`src/rcp_pkg.sv`:
```
// Package of constants and types for the remote control port
package rcp_pkg;
   // ==========================================================
   // Timing
   // ==========================================================
   localparam int unsigned RCP_CLK_HZ       = 200_000_000;
   localparam int unsigned RCP_QUAL_TIME_MS = 50;
   // Least time with truncating division; 10_000_000 cycles at 200 MHz
   localparam int unsigned RCP_QUAL_CYCLES  =
      (RCP_QUAL_TIME_MS * (RCP_CLK_HZ / 1000) + 0);
   localparam int unsigned RCP_CNT_W        = 24;
   // ==========================================================
   // Input layout and reset values
   // ==========================================================
   localparam int unsigned RCP_NUM_IN  = 6;
   localparam int unsigned RCP_IN_CANCEL = 0;   // Also area select bit 0
   localparam int unsigned RCP_IN_ENTER  = 1;   // Also area select bit 1
   localparam int unsigned RCP_IN_NEXT   = 2;   // Also area select bit 2
   localparam int unsigned RCP_IN_VERIFY = 3;
   localparam int unsigned RCP_IN_START  = 4;
   localparam int unsigned RCP_IN_CLEAR  = 5;
   localparam logic        RCP_IN_IDLE   = 1'b1; // Pulled-up, inactive level
   localparam logic [2:0]  RCP_AREA_RST  = 3'h0;

   // Port operating mode
   typedef enum logic {
      RCP_MODE_STANDARD = 1'b0,
      RCP_MODE_BANK     = 1'b1
   } rcp_mode_t;
endpackage : rcp_pkg

```
`src/rcp_qualifier.sv`:
```
// Synchroniser and stability filter for one active-low remote input
`timescale 1ns/100ps
`default_nettype none
module rcp_qualifier
   import rcp_pkg::*;
#(
   parameter int unsigned QUAL_CYCLES = rcp_pkg::RCP_QUAL_CYCLES
) (
   input  wire logic mclk_i,
   input  wire logic rstn_i,
   input  wire logic raw_n_i,
   output logic      level_n_o
);
   // ==========================================================
   // State
   // ==========================================================
   logic                 sync1_reg, sync1_next;
   logic                 sync2_reg, sync2_next;
   logic                 level_reg, level_next;
   logic [RCP_CNT_W-1:0] cnt_reg,   cnt_next;

   // Counter restarts whenever the synced level agrees with the output
   always_comb begin
      sync1_next = raw_n_i;
      sync2_next = sync1_reg;
      level_next = level_reg;
      cnt_next   = '0;
      if (sync2_reg != level_reg) begin
         if (cnt_reg >= RCP_CNT_W'(QUAL_CYCLES - 1)) begin
            level_next = sync2_reg;
         end else begin
            cnt_next = cnt_reg + 1'b1;
         end
      end
   end

   // Registers; reset to the pulled-up idle level
   always_ff @(posedge mclk_i or negedge rstn_i) begin
      if (!rstn_i) begin
         sync1_reg <= RCP_IN_IDLE;
         sync2_reg <= RCP_IN_IDLE;
         level_reg <= RCP_IN_IDLE;
         cnt_reg   <= '0;
      end else begin
         sync1_reg <= sync1_next;
         sync2_reg <= sync2_next;
         level_reg <= level_next;
         cnt_reg   <= cnt_next;
      end
   end

   assign level_n_o = level_reg;
endmodule : rcp_qualifier
`default_nettype wire

```
`src/rcp_remote_port.sv`:
```
// Remote control port: input qualification, mode decode and status outputs
// What this block does
// - Connection-present output stays high whenever powered and out of reset.
// - Busy output follows busy indicator as a steady, never blinking level.
// - Pass output is high while pass indicator is lit and clear is not asserted.
// - Error output is high while error indicator is lit and clear is not asserted.
// - Inputs count as asserted only after holding active level 50 ms.
// - A stored setting selects standard mode or bank mode.
// - Standard mode: three shared inputs act as cancel, enter, next buttons.
// - Bank mode: shared inputs form area number, cancel bit0 to next bit2.
// - Bank mode disables the front-panel command menu.
// - Area select lines: low level reads 0, high level reads 1.
// - Qualified low verify input starts an independent verify.
// - Qualified low start input launches the automatic procedure.
// - Qualified low clear input drops pass and error outputs.
`timescale 1ns/100ps
`default_nettype none
module rcp_remote_port
   import rcp_pkg::*;
#(
   parameter int unsigned QUAL_CYCLES = rcp_pkg::RCP_QUAL_CYCLES
) (
   input  wire logic               mclk_i,
   input  wire logic               rstn_i,
   // Remote connector inputs, active low
   input  wire logic               cancel_n_i,
   input  wire logic               enter_n_i,
   input  wire logic               next_n_i,
   input  wire logic               verify_request_n_i,
   input  wire logic               start_n_i,
   input  wire logic               result_clear_n_i,
   // Stored configuration
   input  wire rcp_pkg::rcp_mode_t mode_i,
   // Internal status indicators
   input  wire logic               busy_ind_i,
   input  wire logic               pass_set_i,
   input  wire logic               error_set_i,
   // Remote connector outputs, active high
   output logic                    link_present_o,
   output logic                    busy_o,
   output logic                    pass_o,
   output logic                    error_o,
   // Towards programmer core
   output logic                    btn_cancel_o,
   output logic                    btn_enter_o,
   output logic                    btn_next_o,
   output logic                    menu_enable_o,
   output logic [2:0]              area_sel_o,
   output logic                    verify_start_o,
   output logic                    auto_start_o
);
   // ==========================================================
   // Input qualification
   // ==========================================================
   logic [RCP_NUM_IN-1:0] raw_n;
   logic [RCP_NUM_IN-1:0] qual_n;

   assign raw_n[RCP_IN_CANCEL] = cancel_n_i;
   assign raw_n[RCP_IN_ENTER]  = enter_n_i;
   assign raw_n[RCP_IN_NEXT]   = next_n_i;
   assign raw_n[RCP_IN_VERIFY] = verify_request_n_i;
   assign raw_n[RCP_IN_START]  = start_n_i;
   assign raw_n[RCP_IN_CLEAR]  = result_clear_n_i;

   for (genvar g = 0; g < RCP_NUM_IN; g++) begin : g_qual
      rcp_qualifier #(
         .QUAL_CYCLES (QUAL_CYCLES)
      ) u_qual (
         .mclk_i    (mclk_i),
         .rstn_i    (rstn_i),
         .raw_n_i   (raw_n[g]),
         .level_n_o (qual_n[g])
      );
   end

   // ==========================================================
   // Mode decode
   // ==========================================================
   // Standard mode test, shared by the button, menu and area logic
   function automatic logic is_standard(input rcp_mode_t mode);
      return (mode == RCP_MODE_STANDARD);
   endfunction

   // ==========================================================
   // Status outputs
   // ==========================================================
   logic       busy_reg,   busy_next;
   logic       pass_reg,   pass_next;
   logic       error_reg,  error_next;

   // Clear is a level override, so results come back once it lifts
   always_comb begin
      busy_next  = busy_ind_i;
      pass_next  = pass_set_i;
      error_next = error_set_i;
      if (!qual_n[RCP_IN_CLEAR]) begin
         pass_next  = 1'b0;
         error_next = 1'b0;
      end
   end

   // Registers of the status group
   always_ff @(posedge mclk_i or negedge rstn_i) begin
      if (!rstn_i) begin
         busy_reg  <= 1'b0;
         pass_reg  <= 1'b0;
         error_reg <= 1'b0;
      end else begin
         busy_reg  <= busy_next;
         pass_reg  <= pass_next;
         error_reg <= error_next;
      end
   end

   // ==========================================================
   // Shared inputs: buttons, menu and area select
   // ==========================================================
   logic [2:0] btn_reg,    btn_next;
   logic       menu_reg,   menu_next;
   logic [2:0] area_reg,   area_next;

   // Area keeps its last bank value in standard mode, so a mode flip cannot glitch it
   always_comb begin
      btn_next  = is_standard(mode_i) ? ~qual_n[2:0] : 3'h0;
      menu_next = is_standard(mode_i);
      area_next = area_reg;
      if (!is_standard(mode_i)) begin
         area_next = {qual_n[RCP_IN_NEXT], qual_n[RCP_IN_ENTER], qual_n[RCP_IN_CANCEL]};
      end
   end

   // Registers of the shared-input group
   always_ff @(posedge mclk_i or negedge rstn_i) begin
      if (!rstn_i) begin
         btn_reg  <= 3'h0;
         menu_reg <= 1'b1;
         area_reg <= RCP_AREA_RST;
      end else begin
         btn_reg  <= btn_next;
         menu_reg <= menu_next;
         area_reg <= area_next;
      end
   end

   // ==========================================================
   // Command events
   // ==========================================================
   logic       ver_reg,    ver_next;
   logic       auto_reg,   auto_next;
   logic       vprev_reg,  vprev_next;
   logic       sprev_reg,  sprev_next;

   // One pulse per qualified falling edge; a held line never repeats the command
   always_comb begin
      vprev_next = qual_n[RCP_IN_VERIFY];
      sprev_next = qual_n[RCP_IN_START];
      ver_next   = vprev_reg & ~qual_n[RCP_IN_VERIFY];
      auto_next  = sprev_reg & ~qual_n[RCP_IN_START];
   end

   // Registers of the event group; history starts idle so reset gives no false edge
   always_ff @(posedge mclk_i or negedge rstn_i) begin
      if (!rstn_i) begin
         ver_reg   <= 1'b0;
         auto_reg  <= 1'b0;
         vprev_reg <= RCP_IN_IDLE;
         sprev_reg <= RCP_IN_IDLE;
      end else begin
         ver_reg   <= ver_next;
         auto_reg  <= auto_next;
         vprev_reg <= vprev_next;
         sprev_reg <= sprev_next;
      end
   end

   // Connection flag: held while out of reset, so power-up glitches stay low
   logic link_reg;
   logic link_next;
   always_comb begin
      link_next = 1'b1;
   end
   always_ff @(posedge mclk_i or negedge rstn_i) begin
      if (!rstn_i) begin
         link_reg <= 1'b0;
      end else begin
         link_reg <= link_next;
      end
   end

   assign link_present_o = link_reg;
   assign busy_o         = busy_reg;
   assign pass_o         = pass_reg;
   assign error_o        = error_reg;
   assign btn_cancel_o   = btn_reg[RCP_IN_CANCEL];
   assign btn_enter_o    = btn_reg[RCP_IN_ENTER];
   assign btn_next_o     = btn_reg[RCP_IN_NEXT];
   assign menu_enable_o  = menu_reg;
   assign area_sel_o     = area_reg;
   assign verify_start_o = ver_reg;
   assign auto_start_o   = auto_reg;
endmodule : rcp_remote_port
`default_nettype wire

```
`config.mk`:
```
export PLATFORM = sky130hd
export DESIGN_NAME = rcp_remote_port
export DESIGN_NICKNAME = d
export VERILOG_FILES = /design/src/rcp_pkg.sv /design/src/rcp_qualifier.sv /design/src/rcp_remote_port.sv
export SDC_FILE = /design/constraint.sdc
export NUM_CORES = 1
export LEC_CHECK = 0
export ABC_AREA = 1
export ABC_CLOCK_PERIOD_IN_PS = 2200
export BUFFER_PORTS_ARGS = -buffer_cell sky130_fd_sc_hd__buf_2
export CORE_ASPECT_RATIO = 0.5
export CORE_MARGIN = 4
export CORE_UTILIZATION = 55
export DETAILED_ROUTE_END_ITERATION = 8
export GPL_TIMING_DRIVEN = 0
export PLACE_DENSITY = 0.7
export SYNTH_ARGS = -nofsm -noshare
export SYNTH_HDL_FRONTEND = slang
export SYNTH_SLANG_ARGS = --single-unit
export TNS_END_PERCENT = 100
```
`constraint.sdc`:
```
create_clock -name mclk_i -period 2.2 [get_ports mclk_i]
set_input_delay 0.44 -clock mclk_i [delete_from_list [all_inputs] [get_ports mclk_i]]
set_output_delay 0.44 -clock mclk_i [all_outputs]
set_load 0.03 [all_outputs]
```
==> impl_summary.log, run 1 <==
[metrics] status: finished, final reports clean
[metrics] post-synthesis register bit count: roughly 180
[metrics] beginning of the critical path: g_qual[3].u_qual.cnt_reg[0]
[metrics] width of the die: 198 um
[metrics] clock latency on the worst-skew pair: 430 ps
[metrics] routed length per instance: 12.3 um
[metrics] part of the total power dissipated in combinational logic: 3.7%
[metrics] maximum number of pins on one net before global-route repair: 110
[metrics] Final Max Slew Viols: 0
[metrics] hold slack: between 40 and 50 ps
[metrics] fraction of power spent switching nets: 22.5%
[metrics] count of inserted antenna diode cells: 0
[metrics] H-tree level count: 4
[metrics] Buffers on Ports: 24
[metrics] final antenna-violating net count: 0
[metrics] Clock Pin Slew Worst Setup and Hold Paths: around 70 ps
[metrics] number of global-route vias before repair: between 7000 and 8000
[metrics] worst-case clock buffer depth: 2
[metrics] core region area: roughly 0.018 sq mm
[metrics] CTS-repair resized insts: 0
[metrics] Root Buffer Master: sky130_fd_sc_hd__clkbuf_16
[metrics] kind of start point of the critical path: register
[metrics] area delta synth->final: 10.6%
[metrics] area leader, netlist: sky130_fd_sc_hd__dfrtp_1
[metrics] category of the most critical setup path: reg -> reg
[metrics] Critical R2R Capture: g_qual[3].u_qual.cnt_reg[10]
[metrics] routed via count: 8082
[metrics] Yosys top cell area share: 39.3%
[metrics] buffer count from post-CTS setup fixing: 0
[metrics] clock period minus worst slack: 1720 ps
[metrics] worst clock skew: 10.4 ps
[metrics] highest net fanout along the worst path: 10
[metrics] vertical die dimension: 103 um
[metrics] Via density: between 4 and 5
[metrics] power share of the sequential group: approximately half
[metrics] final count of negative-setup-slack endpoints: 0
[metrics] total power divided by cell area: 608 mW/mm^2
[metrics] total iterations of the first detailed-routing run: 5
[metrics] endpoint kind of the worst setup timing path: register
[metrics] number of buffers added by the clock tree synthesis step: 17
[metrics] total grt overflow: 0
[metrics] Internal Pwr Total: 5170 uW
[metrics] worst reg-to-reg setup slack: 480 ps
[metrics] cell types with the largest area share after synthesis: sky130_fd_sc_hd__dfrtp_1, sky130_fd_sc_hd__nand2_1, sky130_fd_sc_hd__nor2_1
[metrics] Worst Hold Class: in -> async
[metrics] starting utilization of the core area: between 50% and 60%
[metrics] number of instances in the synthesized netlist: 1334
[metrics] global-route wire length before repair: 35200 um
[metrics] Max transition margin: roughly 46%
[metrics] overall power of the completed layout: roughly 6700 uW
[metrics] antenna violations before repair: 0
[metrics] Net Switching: 1500 uW
[metrics] post-synthesis net count: 1352
[metrics] hold violation count in the final report: 0
[metrics] yosys warns: 0
[metrics] required time reported for the critical path endpoint: roughly 2500 ps
[metrics] maximum achievable frequency: 0.581 GHz
[metrics] final layout net count: 1396
[metrics] fillers: 1547
[metrics] mean instance size in the synthesized netlist: approximately 7.4 sq um
[metrics] depth of the most critical reg-to-reg path: 9
[metrics] VDD IR-drop max: approximately 0.57 mV
[metrics] Largest register FFs: 144
[metrics] number of placed I/O pins: 25
[metrics] detailed-placement wirelength estimate: about 14000 um
[metrics] setup repair after global routing missed its margin: false
[metrics] starting DRC count in detailed routing: 411
[metrics] share of the clock period used by the worst path: 78.2%
[metrics] proportion of synthesized chip area in sequential cells: 44.9%
[metrics] Leakage: 0.00480 uW
[metrics] hold-fix buffer count after cts: 0
[metrics] data arrival time of the critical path: 2030 ps
[metrics] drt total wl: 20100 um
[metrics] Maximum Capacitance Violations: 0
[metrics] CTS tree: built
[metrics] slew at the pin closest to its max-slew limit: 817 ps
[metrics] synthesized cell area: approximately 0.0099 sq mm
[metrics] part of the total power dissipated in the clock network: 46.2%
[metrics] share of layout cells above drive strength 1: a little over a tenth
[metrics] placement row count: 34
[metrics] number of library cell types mapped by synthesis: 26
[metrics] gr usage total: 21.0%
[metrics] Routability Congestion: a little under 0.9
[metrics] area enclosed by the die boundary: 0.0204 sq mm
[metrics] launch point of the worst reg-to-reg path: g_qual[3].u_qual.cnt_reg[0]
[metrics] DRC violation count after routing: 0
[metrics] clock sink total: 177
[metrics] capturing instance or port of the critical path: g_qual[3].u_qual.cnt_reg[10]
## critical path, stage by stage (launching register included)
cell and delay (ps):
sky130_fd_sc_hd__dfrtp_1 410, sky130_fd_sc_hd__ha_1 300, sky130_fd_sc_hd__nand2_1 90, sky130_fd_sc_hd__nor2_2 170, sky130_fd_sc_hd__nand2_1 70, sky130_fd_sc_hd__nand2_1 90
sky130_fd_sc_hd__nand3_2 120, sky130_fd_sc_hd__nand4_4 130, sky130_fd_sc_hd__buf_6 160, sky130_fd_sc_hd__nor2_1 50
## metal layers
layer | track usage, % | up-vias | wire, um
met5 | 0 | - | 0
met4 | 4.81 | 0 | 223
met3 | 3.98 | 21 | 640
met2 | 34.5 | 117 | 9130
met1 | 29.3 | 3773 | 10100
li1 | - | 4171 | -
## how the worst min path moves through the flow
stage | from | endpoint | slack (ps) | cells past startpoint
5_1_grt | enter_n_i | g_qual[1].u_qual.sync1_reg | 80 | 1
6_report | rstn_i | g_qual[1].u_qual.cnt_reg[4] | 50 | 1
3_5_place_dp | g_qual[4].u_qual.sync1_reg | g_qual[4].u_qual.sync2_reg | 350 | 0
2_1_floorplan | rstn_i | area_sel_o[0] | 140 | 0
4_1_cts | rstn_i | g_qual[1].u_qual.cnt_reg[4] | 90 | 1
3_3_place_gp | g_qual[1].u_qual.sync1_reg | g_qual[1].u_qual.sync2_reg | 350 | 0
## power by group through the flow
stage	sequential [uW]	combinational [uW]	clock (uW)
2_1_floorplan	3410	120	0
3_3_place_gp	3400	238	0
3_5_place_dp	3400	252	0
4_1_cts	3340	253	3150
5_1_grt	3350	280	3300
6_report	3340	244	3080
## cell usage after synthesis
cell type	n
sky130_fd_sc_hd__inv_2	3
sky130_fd_sc_hd__nand2_1	410
sky130_fd_sc_hd__nor3_1	9
sky130_fd_sc_hd__o21bai_1	7
sky130_fd_sc_hd__nand2_2	7
sky130_fd_sc_hd__dfstp_2	21
sky130_fd_sc_hd__buf_8	1
sky130_fd_sc_hd__nor2_2	25
sky130_fd_sc_hd__inv_1	132
sky130_fd_sc_hd__nor3_2	2
sky130_fd_sc_hd__a21o_1	1
sky130_fd_sc_hd__and2_1	1
sky130_fd_sc_hd__o21ai_0	12
sky130_fd_sc_hd__nand4_1	18
sky130_fd_sc_hd__ha_1	6
sky130_fd_sc_hd__conb_1	1
sky130_fd_sc_hd__nor2_4	7
sky130_fd_sc_hd__buf_6	11
sky130_fd_sc_hd__xor2_1	53
sky130_fd_sc_hd__buf_2	1
sky130_fd_sc_hd__nor2_1	314
sky130_fd_sc_hd__nand3_1	83
sky130_fd_sc_hd__xnor2_1	34
sky130_fd_sc_hd__nand3_2	13
sky130_fd_sc_hd__dfrtp_1	156
sky130_fd_sc_hd__nand4_4	6
## layout make-up
cell class / instances / area [sq um] / area share (%)
plain buffers: 13 / 144 / 1.31
clock buffers: 22 / 474 / 4.32
clock inverters: 10 / 125 / 1.14
inverters: 135 / 507 / 4.62
multi-input cells: 1009 / 4810 / 43.9
flip-flops and latches: 177 / 4460 / 40.6
well taps: 234 / 293 / 2.67
repair buffers: 25 / 158 / 1.44
## stage by stage
stage               utilization, %  instance area, sq um  setup TNS, ps  cells  worst slack, ps
floorplan                        -                  9920              0   1334              751
global placement              59.0                 10300        -344620   1592            -2090
detailed placement            59.2                 10400              0   1593              514
CTS                           62.6                 11000              0   1625              453
global route                  62.6                 11000              0   1625              301
finish                        62.6                 11000              0   1625              479
## logic make-up after synthesis
kind of cell             Yosys count  share of synthesized area, %
adder cells (fa/ha/maj)            6                         0.757
buffers and inverters            148                          6.56
flip-flops                       177                          44.9
other                              1                        0.0378
AO/OA/AOI/OAI                     20                          1.21
AND/OR/NAND/NOR                  895                          38.8
XOR/XNOR                          87                          7.68
## cell usage in the layout, fill, tap and decap left out, types with 4 or more instances in the layout
master,Yosys,final
sky130_fd_sc_hd__nand2_2,7,7
sky130_fd_sc_hd__xnor2_1,34,34
sky130_fd_sc_hd__o21bai_1,7,7
sky130_fd_sc_hd__o21ai_0,12,12
sky130_fd_sc_hd__buf_2,1,24
sky130_fd_sc_hd__nand2_1,410,410
sky130_fd_sc_hd__clkinv_4,0,4
sky130_fd_sc_hd__nor2_4,7,7
sky130_fd_sc_hd__nand4_4,6,6
sky130_fd_sc_hd__inv_1,132,132
sky130_fd_sc_hd__ha_1,6,6
sky130_fd_sc_hd__dfrtp_1,156,156
sky130_fd_sc_hd__nor3_1,9,9
sky130_fd_sc_hd__dfstp_2,21,21
sky130_fd_sc_hd__nand3_2,13,13
sky130_fd_sc_hd__clkbuf_16,0,17
sky130_fd_sc_hd__xor2_1,53,53
sky130_fd_sc_hd__nand3_1,83,83
sky130_fd_sc_hd__nor2_2,25,25
sky130_fd_sc_hd__nor2_1,314,314
sky130_fd_sc_hd__nand4_1,18,18
sky130_fd_sc_hd__buf_6,11,11
Power figures use the tool's default switching activity.
==> run 2, diff against run 1 <==
ABC_AREA = 0   (was 1)
ABC_CLOCK_PERIOD_IN_PS = 1600   (was 2200)
clock period = 1.6 ns   (was 2.2 ns; I/O delays follow)
==> impl_summary.log, run 2 <==
[metrics] post-synthesis net count: 843 (was 1352)
[metrics] Cell Chain, Critical Path: or4_4, a311oi_4, nor4b_2, or3_1, buf_8, buf_8, nor2_2 (was ha_1, nand2_1, nor2_2, nand2_1, nand2_1, nand3_2, nand4_4, buf_6, nor2_1)
[metrics] fin cells: 1147 (was 1625)
[metrics] number of buffers added by the clock tree synthesis step: 17 (unchanged)
[metrics] routed via count: 6569 (was 8082)
[metrics] final layout net count: 954 (was 1396)
[metrics] Leakage: 0.00451 uW (was 0.00480 uW)
[metrics] area delta synth->final: 34.4% (was 10.6%)
[metrics] mean instance size in the synthesized netlist: 10.2 sq um (was 7.44 sq um)
[metrics] data arrival time of the critical path: 2500 ps (was 2030 ps)
[metrics] highest net fanout along the worst path: 7 (was 10)
[metrics] clock period minus worst slack: 2130 ps (was 1720 ps)
[metrics] clock sink total: 177 (unchanged)
[metrics] DP Area: 0.00887 sq mm (was 0.0104 sq mm)
[metrics] Critical R2R Capture: g_qual[0].u_qual.cnt_reg[12] (was g_qual[3].u_qual.cnt_reg[10])
[metrics] maximum achievable frequency: 0.468 GHz (was 0.581 GHz)
[metrics] post-synthesis register bit count: 177 (unchanged)
[metrics] Yosys top cell area share: 46.6% (was 39.3%)
[metrics] peak per-stage delay on the critical path: 550 ps (was 410 ps)
[metrics] placed instance count: 1047 (was 1593)
[metrics] setup repair after global routing missed its margin: true (was false)
[metrics] DRC violation count after routing: 0 (unchanged)
[metrics] number of global-route vias before repair: 6163 (was 7733)
[metrics] vertical die dimension: 95.3 um (was 103 um)
[metrics] beginning of the critical path: g_qual[0].u_qual.cnt_reg[14] (was g_qual[3].u_qual.cnt_reg[0])
[metrics] dominant synthesized flop cell: sky130_fd_sc_hd__dfrtp_1 (unchanged)
[metrics] hold violation count in the final report: 0 (unchanged)
[metrics] global-route wire length before repair: 29500 um (was 35200 um)
[metrics] capturing instance or port of the critical path: g_qual[0].u_qual.cnt_reg[12] (was g_qual[3].u_qual.cnt_reg[10])
[metrics] post-route standard cell area excluding fillers: 0.0113 sq mm (was 0.0110 sq mm)
[metrics] drt total wl: 19300 um (was 20100 um)
[metrics] gr usage total: 20.9% (was 21.0%)
[metrics] Root Buffer Master: sky130_fd_sc_hd__clkbuf_16 (unchanged)
[metrics] width of the die: 183 um (was 198 um)
[metrics] VDD IR-drop max: 0.808 mV (was 0.570 mV)
[metrics] antenna violations before repair: 0 (unchanged)
[metrics] maximum number of pins on one net before global-route repair: 121 (was 110)
[metrics] commonest cells in the netlist: sky130_fd_sc_hd__nor2_1, sky130_fd_sc_hd__dfrtp_1, sky130_fd_sc_hd__xor2_1 (was sky130_fd_sc_hd__nand2_1, sky130_fd_sc_hd__nor2_1, sky130_fd_sc_hd__dfrtp_1)
[metrics] CTS tree: built (unchanged)
[metrics] slowest stage cell, crit path: sky130_fd_sc_hd__or4_4 (was sky130_fd_sc_hd__dfrtp_1)
[metrics] leading cell type in the layout, fill and taps excluded: sky130_fd_sc_hd__dfrtp_1 (was sky130_fd_sc_hd__nand2_1)
[metrics] Routability Congestion: 0.827 (was 0.878)
[metrics] slew at the pin closest to its max-slew limit: 654 ps (was 817 ps)
[metrics] part of the total power dissipated in the clock network: 44.1% (was 46.2%)
[metrics] number of placed I/O pins: 25 (unchanged)
[metrics] endpoint kind of the worst setup timing path: register (unchanged)
[metrics] synthesized cell area: 0.00837 sq mm (was 0.00992 sq mm)
[metrics] Net Switching: 2240 uW (was 1500 uW)
[metrics] cell types with the largest area share after synthesis: sky130_fd_sc_hd__dfrtp_1, sky130_fd_sc_hd__xor2_1, sky130_fd_sc_hd__nor2_1 (was sky130_fd_sc_hd__dfrtp_1, sky130_fd_sc_hd__nand2_1, sky130_fd_sc_hd__nor2_1)
[metrics] final worst-path setup slack: -535 ps (was 479 ps)
[metrics] Largest register FFs: 144 (unchanged)
[metrics] Worst Hold Class: in -> reg (was in -> async)
[metrics] placement row count: 31 (was 34)
[metrics] worst-case clock buffer depth: 2 (unchanged)
[metrics] starting DRC count in detailed routing: 568 (was 411)
[metrics] failing checks: negative setup slack
[metrics] number of enable-type register cells in the synthesized netlist: 0 (unchanged)
[metrics] Buffers on Ports: 23 (was 24)
[metrics] Final Max Slew Viols: 0 (unchanged)
[metrics] category of the most critical setup path: reg -> reg (unchanged)
[metrics] detailed-placement wirelength estimate: 9940 um (was 14500 um)
[metrics] total power divided by cell area: 827 mW/mm^2 (was 608 mW/mm^2)
[metrics] proportion of synthesized flip-flops having asynchronous set or reset: 100% (unchanged)
[metrics] kind of start point of the critical path: register (unchanged)
[metrics] worst reg-to-reg setup slack: -530 ps (was 480 ps)
[metrics] proportion of synthesized chip area in sequential cells: 53.2% (was 44.9%)
[metrics] yosys warns: 0 (unchanged)
[metrics] worst clock skew: 7.15 ps (was 10.4 ps)
[metrics] Clock Pin Slew Worst Setup and Hold Paths: 70 ps (about the same)
[metrics] Max transition margin: 56.2% (was 45.5%)
[metrics] power share of the sequential group: 49.4% (was 50.1%)
[metrics] starting utilization of the core area: 57.0% (was 56.6%)
[metrics] share of the clock period used by the worst path: 133% (was 78.2%)
[metrics] fraction of power spent switching nets: 24.1% (was 22.5%)
[metrics] final count of negative-setup-slack endpoints: 150 (was 0)
[metrics] routed length per instance: 16.8 um (was 12.3 um)
[metrics] total iterations of the first detailed-routing run: 7 (was 5)
[metrics] number of library cell types mapped by synthesis: 49 (was 26)
[metrics] part of the total power dissipated in combinational logic: 6.4% (was 3.7%)
[metrics] area leader, netlist: sky130_fd_sc_hd__dfrtp_1 (unchanged)
[metrics] Internal Pwr Total: 7060 uW (was 5170 uW)
[metrics] core region area: 0.0147 sq mm (was 0.0175 sq mm)
[metrics] depth of the most critical reg-to-reg path: 7 (was 9)
[metrics] launch point of the worst reg-to-reg path: g_qual[0].u_qual.cnt_reg[14] (was g_qual[3].u_qual.cnt_reg[0])
[metrics] count of inserted antenna diode cells: 0 (unchanged)
[metrics] status: finished, violations left (was finished, final reports clean)
[metrics] H-tree level count: 4 (unchanged)
[metrics] final antenna-violating net count: 0 (unchanged)
[metrics] number of instances in the synthesized netlist: 825 (was 1334)
[metrics] leading cell types in the layout, fill and taps excluded: sky130_fd_sc_hd__dfrtp_1, sky130_fd_sc_hd__nor2_4, sky130_fd_sc_hd__xor2_1 (was sky130_fd_sc_hd__nand2_1, sky130_fd_sc_hd__nor2_1, sky130_fd_sc_hd__dfrtp_1)
[metrics] share of layout cells above drive strength 1: 37.1% (was 10.9%)
[metrics] cell mode on critical path: sky130_fd_sc_hd__buf_8 (was sky130_fd_sc_hd__nand2_1)
[metrics] clock latency on the worst-skew pair: 430 ps (about the same)
[metrics] Via density: 5.73 (was 4.97)
[metrics] required time reported for the critical path endpoint: 1960 ps (was 2510 ps)
[metrics] hold slack: 102 ps (was 46.5 ps)
[metrics] most repeated cell in the gate-level netlist after synthesis: sky130_fd_sc_hd__nor2_1 (was sky130_fd_sc_hd__nand2_1)
[metrics] Maximum Capacitance Violations: 0 (unchanged)
[metrics] area enclosed by the die boundary: 0.0174 sq mm (was 0.0204 sq mm)
[metrics] total grt overflow: 0 (unchanged)
[run 2: cell types whose count changed after synthesis, moves of 11 or more]
cell                       change
sky130_fd_sc_hd__and3_1       +19
sky130_fd_sc_hd__and4_1       +13
sky130_fd_sc_hd__clkbuf_1     +11
sky130_fd_sc_hd__inv_1       -121
sky130_fd_sc_hd__nand2_1     -360
sky130_fd_sc_hd__nand3_1      -30
sky130_fd_sc_hd__nand3_2      -13
sky130_fd_sc_hd__nand4_1      +28
sky130_fd_sc_hd__nor2_1      -147
sky130_fd_sc_hd__nor2_2       -13
sky130_fd_sc_hd__nor3_1       +16
sky130_fd_sc_hd__nor4_1       +11
sky130_fd_sc_hd__xnor2_1      +22
sky130_fd_sc_hd__xor2_1       +28
[run 2: how the worst min path moves through the flow]
stage | to | cells after the start | slack (ps) | start
2_1_floorplan | area_sel_o[0] | 0 | 20 | rstn_i
3_3_place_gp | g_qual[3].u_qual.sync2_reg | 0 | 350 | g_qual[3].u_qual.sync1_reg
3_5_place_dp | g_qual[4].u_qual.cnt_reg[5] | 1 | 270 | rstn_i
4_1_cts | error_o | 2 | 90 | error_set_i
5_1_grt | pass_o | 2 | 90 | pass_set_i
6_report | error_o | 2 | 100 | error_set_i
[run 2: area by class of cell]
cell class	count	area (sq um)
Tap cell	198	248
Multi-Input combinational cell	618	4820
Sequential cell	177	4470
Clock inverter	12	125
Timing Repair Buffer	95	881
Buffer	16	221
Clock buffer	20	457
Inverter	11	41.3
Fill cell	901	3440
[run 2: layer usage]
metal | vias up | share of wire [%] | GRT usage, %
met4 | 0 | 1.9 | 6.99
met3 | 45 | 3.7 | 4.12
li1 | 3051 | - | -
met2 | 167 | 51 | 34.3
met5 | - | 0 | 0
met1 | 3306 | 43 | 28.3
[run 2: power by group through the flow]
stage / logic, uW / registers (uW) / clock network (uW)
final: 597 / 4600 / 4110
after global routing: 653 / 4610 / 4420
after CTS: 483 / 4600 / 4160
after detailed placement: 338 / 4680 / 0
after global placement: 322 / 4680 / 0
after floorplan: 164 / 4690 / 0
[run 2: kinds of logic (layout without fill, tap and decap cells)]
logic type	count (synthesis)	after routing	share of synthesized area (%)
AND/OR/NAND/NOR	435	435	25.6
multiplexers	12	12	1.57
other	1	1	0.0448
AO/OA/AOI/OAI	27	27	2.36
buffers and inverters	30	154	1.96
XOR/XNOR	137	137	14.3
adder cells (fa/ha/maj)	6	6	0.896
flip-flops	177	177	53.2
[run 2: what timing repair did]
item | CTS | global route
gates cloned | 9 | 3
hold endpoints to repair | 55 | 0
buffers inserted | 39 | 13
hold buffers | 8 | 0
gates resized for setup | 132 | 172
setup endpoints to repair | 150 | 150
pin swaps | 24 | 39
[run 2: worst max-delay path: cells and delay by family (launching register included)]
kind                   cells  cell delay [ps]
AO/OA/AOI/OAI              1              250
flip-flops                 1              400
AND/OR/NAND/NOR            4             1080
buffers and inverters      2              330
[run 2: stage by stage]
stage / power [uW] / TNS (ps) / utilization [%] / setup WS (ps)
after floorplan: 4850 / -26530 / - / -354
after global placement: 5000 / -478510 / 60.1 / -2520
after detailed placement: 5020 / -57600 / 60.4 / -705
after CTS: 9240 / -43070 / 71.0 / -494
after global routing: 9680 / -55450 / 76.6 / -564
final: 9310 / -46660 / 76.6 / -535
==> run 3, diff against run 2 <==
CAP_MARGIN = 20   (was default)
CORE_UTILIZATION = 45   (was 55)
PLACE_DENSITY = 0.59   (was 0.7)
==> impl_summary.log, run 3 (synthesis results as in run 2) <==
[metrics] vertical die dimension: 104 um (was 95.3 um)
[metrics] hold violation count in the final report: 0 (unchanged)
[metrics] worst slack, placed: -565 ps (was -705 ps)
[metrics] count of inserted antenna diode cells: 0 (unchanged)
[metrics] share of layout cells above drive strength 1: 37.1% (about the same)
[metrics] Leakage: 0.00449 uW (was 0.00451 uW)
[metrics] starting DRC count in detailed routing: 341 (was 568)
[metrics] placed instance count: 1084 (was 1047)
[metrics] highest net fanout along the worst path: 8 (was 7)
[metrics] Via density: 5.31 (was 5.73)
[metrics] number of global-route vias before repair: 6171 (was 6163)
[metrics] number of buffers added by the clock tree synthesis step: 17 (unchanged)
[metrics] final antenna-violating net count: 0 (unchanged)
[metrics] clock latency on the worst-skew pair: 430 ps (about the same)
[metrics] met2 layer wire length in the routed design: 8650 um (was 9900 um)
[metrics] detailed-placement wirelength estimate: 10200 um (was 9940 um)
[metrics] Largest register FFs: 144 (unchanged)
[metrics] Buffers on Ports: 23 (unchanged)
[metrics] required time reported for the critical path endpoint: 1950 ps (was 1960 ps)
[metrics] endpoint kind of the worst setup timing path: register (unchanged)
[metrics] antenna violations before repair: 0 (unchanged)
[metrics] Root Buffer Master: sky130_fd_sc_hd__clkbuf_16 (unchanged)
[metrics] clock period minus worst slack: 2130 ps (about the same)
[metrics] area enclosed by the die boundary: 0.0210 sq mm (was 0.0174 sq mm)
[metrics] number of placed I/O pins: 25 (unchanged)
[metrics] gr usage total: 16.5% (was 20.9%)
[metrics] top routing layer used: met4 (unchanged)
[metrics] hold_sp: error_set_i (unchanged)
[metrics] leading cell type in the layout, fill and taps excluded: sky130_fd_sc_hd__dfrtp_1 (unchanged)
[metrics] starting utilization of the core area: 47.0% (was 57.0%)
[metrics] status: finished, violations left (unchanged)
[metrics] Routability Congestion: 0.778 (was 0.827)
[metrics] worst clock skew: 12.4 ps (was 7.15 ps)
[metrics] Sequential cell area: 0.00447 sq mm (about the same)
[metrics] Met3 Routed Length: 436 um (was 717 um)
[metrics] final layout net count: 955 (was 954)
[metrics] capturing instance or port of the critical path: g_qual[0].u_qual.cnt_reg[9] (was g_qual[0].u_qual.cnt_reg[12])
[metrics] worst reg-to-reg setup slack: -530 ps (about the same)
[metrics] Worst Hold Class: in -> reg (unchanged)
[metrics] DRC violation count after routing: 0 (unchanged)
[metrics] final worst-path setup slack: -532 ps (was -535 ps)
[metrics] failing checks: negative setup slack (unchanged)
[metrics] Maximum Capacitance Violations: 0 (unchanged)
[metrics] Critical R2R Capture: g_qual[0].u_qual.cnt_reg[9] (was g_qual[0].u_qual.cnt_reg[12])
[metrics] Max transition margin: 58.3% (was 56.2%)
[metrics] leading cell types in the layout, fill and taps excluded: sky130_fd_sc_hd__dfrtp_1, sky130_fd_sc_hd__xor2_1, sky130_fd_sc_hd__nor2_2 (was sky130_fd_sc_hd__dfrtp_1, sky130_fd_sc_hd__nor2_4, sky130_fd_sc_hd__xor2_1)
[metrics] placement row count: 34 (was 31)
[metrics] kind of start point of the critical path: register (unchanged)
[metrics] global-route wire length before repair: 29200 um (was 29500 um)
[metrics] setup repair after global routing missed its margin: true (unchanged)
[metrics] clock sink total: 177 (unchanged)
[metrics] core region area: 0.0178 sq mm (was 0.0147 sq mm)
[metrics] beginning of the critical path: g_qual[0].u_qual.cnt_reg[14] (unchanged)
[metrics] Clock Pin Slew Worst Setup and Hold Paths: 70 ps (about the same)
[metrics] category of the most critical setup path: reg -> reg (unchanged)
[metrics] footprint of the multi-input gates: 0.00460 sq mm (was 0.00482 sq mm)
[metrics] launch point of the worst reg-to-reg path: g_qual[0].u_qual.cnt_reg[14] (unchanged)
[metrics] total grt overflow: 0 (unchanged)
[metrics] depth of the most critical reg-to-reg path: 7 (unchanged)
[metrics] total power divided by cell area: 836 mW/mm^2 (was 827 mW/mm^2)
[metrics] M1 WL: 8350 um (was 8290 um)
[metrics] maximum number of pins on one net before global-route repair: 107 (was 121)
[metrics] routed length per instance: 14.9 um (was 16.8 um)
[metrics] fin cells: 1184 (was 1147)
[metrics] area delta synth->final: 31.9% (was 34.4%)
[metrics] Final Max Slew Viols: 0 (unchanged)
[metrics] drt total wl: 17700 um (was 19300 um)
[metrics] slew at the pin closest to its max-slew limit: 623 ps (was 654 ps)
[metrics] maximum achievable frequency: 0.469 GHz (was 0.468 GHz)
[metrics] total iterations of the first detailed-routing run: 4 (was 7)
[metrics] final count of negative-setup-slack endpoints: 150 (unchanged)
[metrics] fillers: 1456 (was 901)
[metrics] worst-case clock buffer depth: 2 (unchanged)
[metrics] routed via count: 6287 (was 6569)
[metrics] width of the die: 201 um (was 183 um)
[metrics] share of the clock period used by the worst path: 133% (about the same)
[metrics] VDD IR-drop max: 0.636 mV (was 0.808 mV)
[metrics] H-tree level count: 4 (unchanged)
[metrics] CTS tree: built (unchanged)
[metrics] data arrival time of the critical path: 2490 ps (was 2500 ps)
## run 3: changes by cell type in the layout (fill, tap and decap cells not counted), sizes merged
cell	delta
clkbuf	-3
buf	+2
inv	+5
bufinv	-1
clkinv	-2
## run 3: per-stage QoR
| step | total power (uW) | area (sq um) | hold slack (ps) | TNS [ps] | util, % |
|---|---|---|---|---|---|
| 2_1_floorplan | 4850 | 8470 | 24.4 | -26530 | - |
| 3_3_place_gp | 5010 | 8880 | 346 | -501920 | 49.8 |
| 3_5_place_dp | 5020 | 8920 | 347 | -59910 | 50.1 |
| 4_1_cts | 9250 | 10300 | 90.8 | -44760 | 57.8 |
| 5_1_grt | 9600 | 11000 | 93.6 | -54160 | 62.0 |
| 6_report | 9240 | 11000 | 105 | -45480 | 62.0 |
## run 3: repair_timing
item,in CTS,in global routing
cloned,8,2
gates resized for setup,106,154
pin swaps,22,23
hold buffers,8,0
hold endpoints to repair,89,0
endpoints found under the setup margin,150,158
buffers inserted,33,21
## run 3: power by group
part / leakage (uW) / switching (uW) / internal [uW]
combinational: 0.00186 / 319 / 239
sequential: 0.00236 / 48.1 / 4550
clock: 0.000280 / 1960 / 2120
total: 0.00449 / 2330 / 6910
## run 3: per-layer routing
layer  up-vias  track usage (%)
met5         -                0
met4         0             3.93
met3        18             3.83
met2        73             26.6
met1      3137             22.8
li1       3059                -
## run 3: how the worst min path moves through the flow
| stage | end | slack, ps | cells after the start |
|---|---|---|---|
| after floorplan | area_sel_o[0] | 20 | 0 |
| after global placement | g_qual[1].u_qual.sync2_reg | 350 | 0 |
| after detailed placement | g_qual[5].u_qual.sync2_reg | 350 | 0 |
| after CTS | error_o | 90 | 2 |
| after global routing | error_o | 90 | 2 |
| final | error_o | 110 | 2 |
## run 3: final cells by class
| type | count | area share [%] |
|---|---|---|
| clock inverter | 14 | 1.27 |
| buffer | 15 | 2.04 |
| inverter | 11 | 0.374 |
| timing repair buffer | 97 | 7.61 |
| sequential | 177 | 40.4 |
| multi-input combinational | 618 | 41.6 |
| clock buffer | 18 | 3.98 |
| tap | 234 | 2.65 |
## run 3: worst max-delay path: stages, from the launching register on
cell and delay, ps:
sky130_fd_sc_hd__dfrtp_1 400, sky130_fd_sc_hd__or4_4 530, sky130_fd_sc_hd__a311oi_2 290, sky130_fd_sc_hd__nor4b_2 100, sky130_fd_sc_hd__or3_1 330, sky130_fd_sc_hd__buf_6 160
sky130_fd_sc_hd__clkbuf_16 170, sky130_fd_sc_hd__nor2_2 80
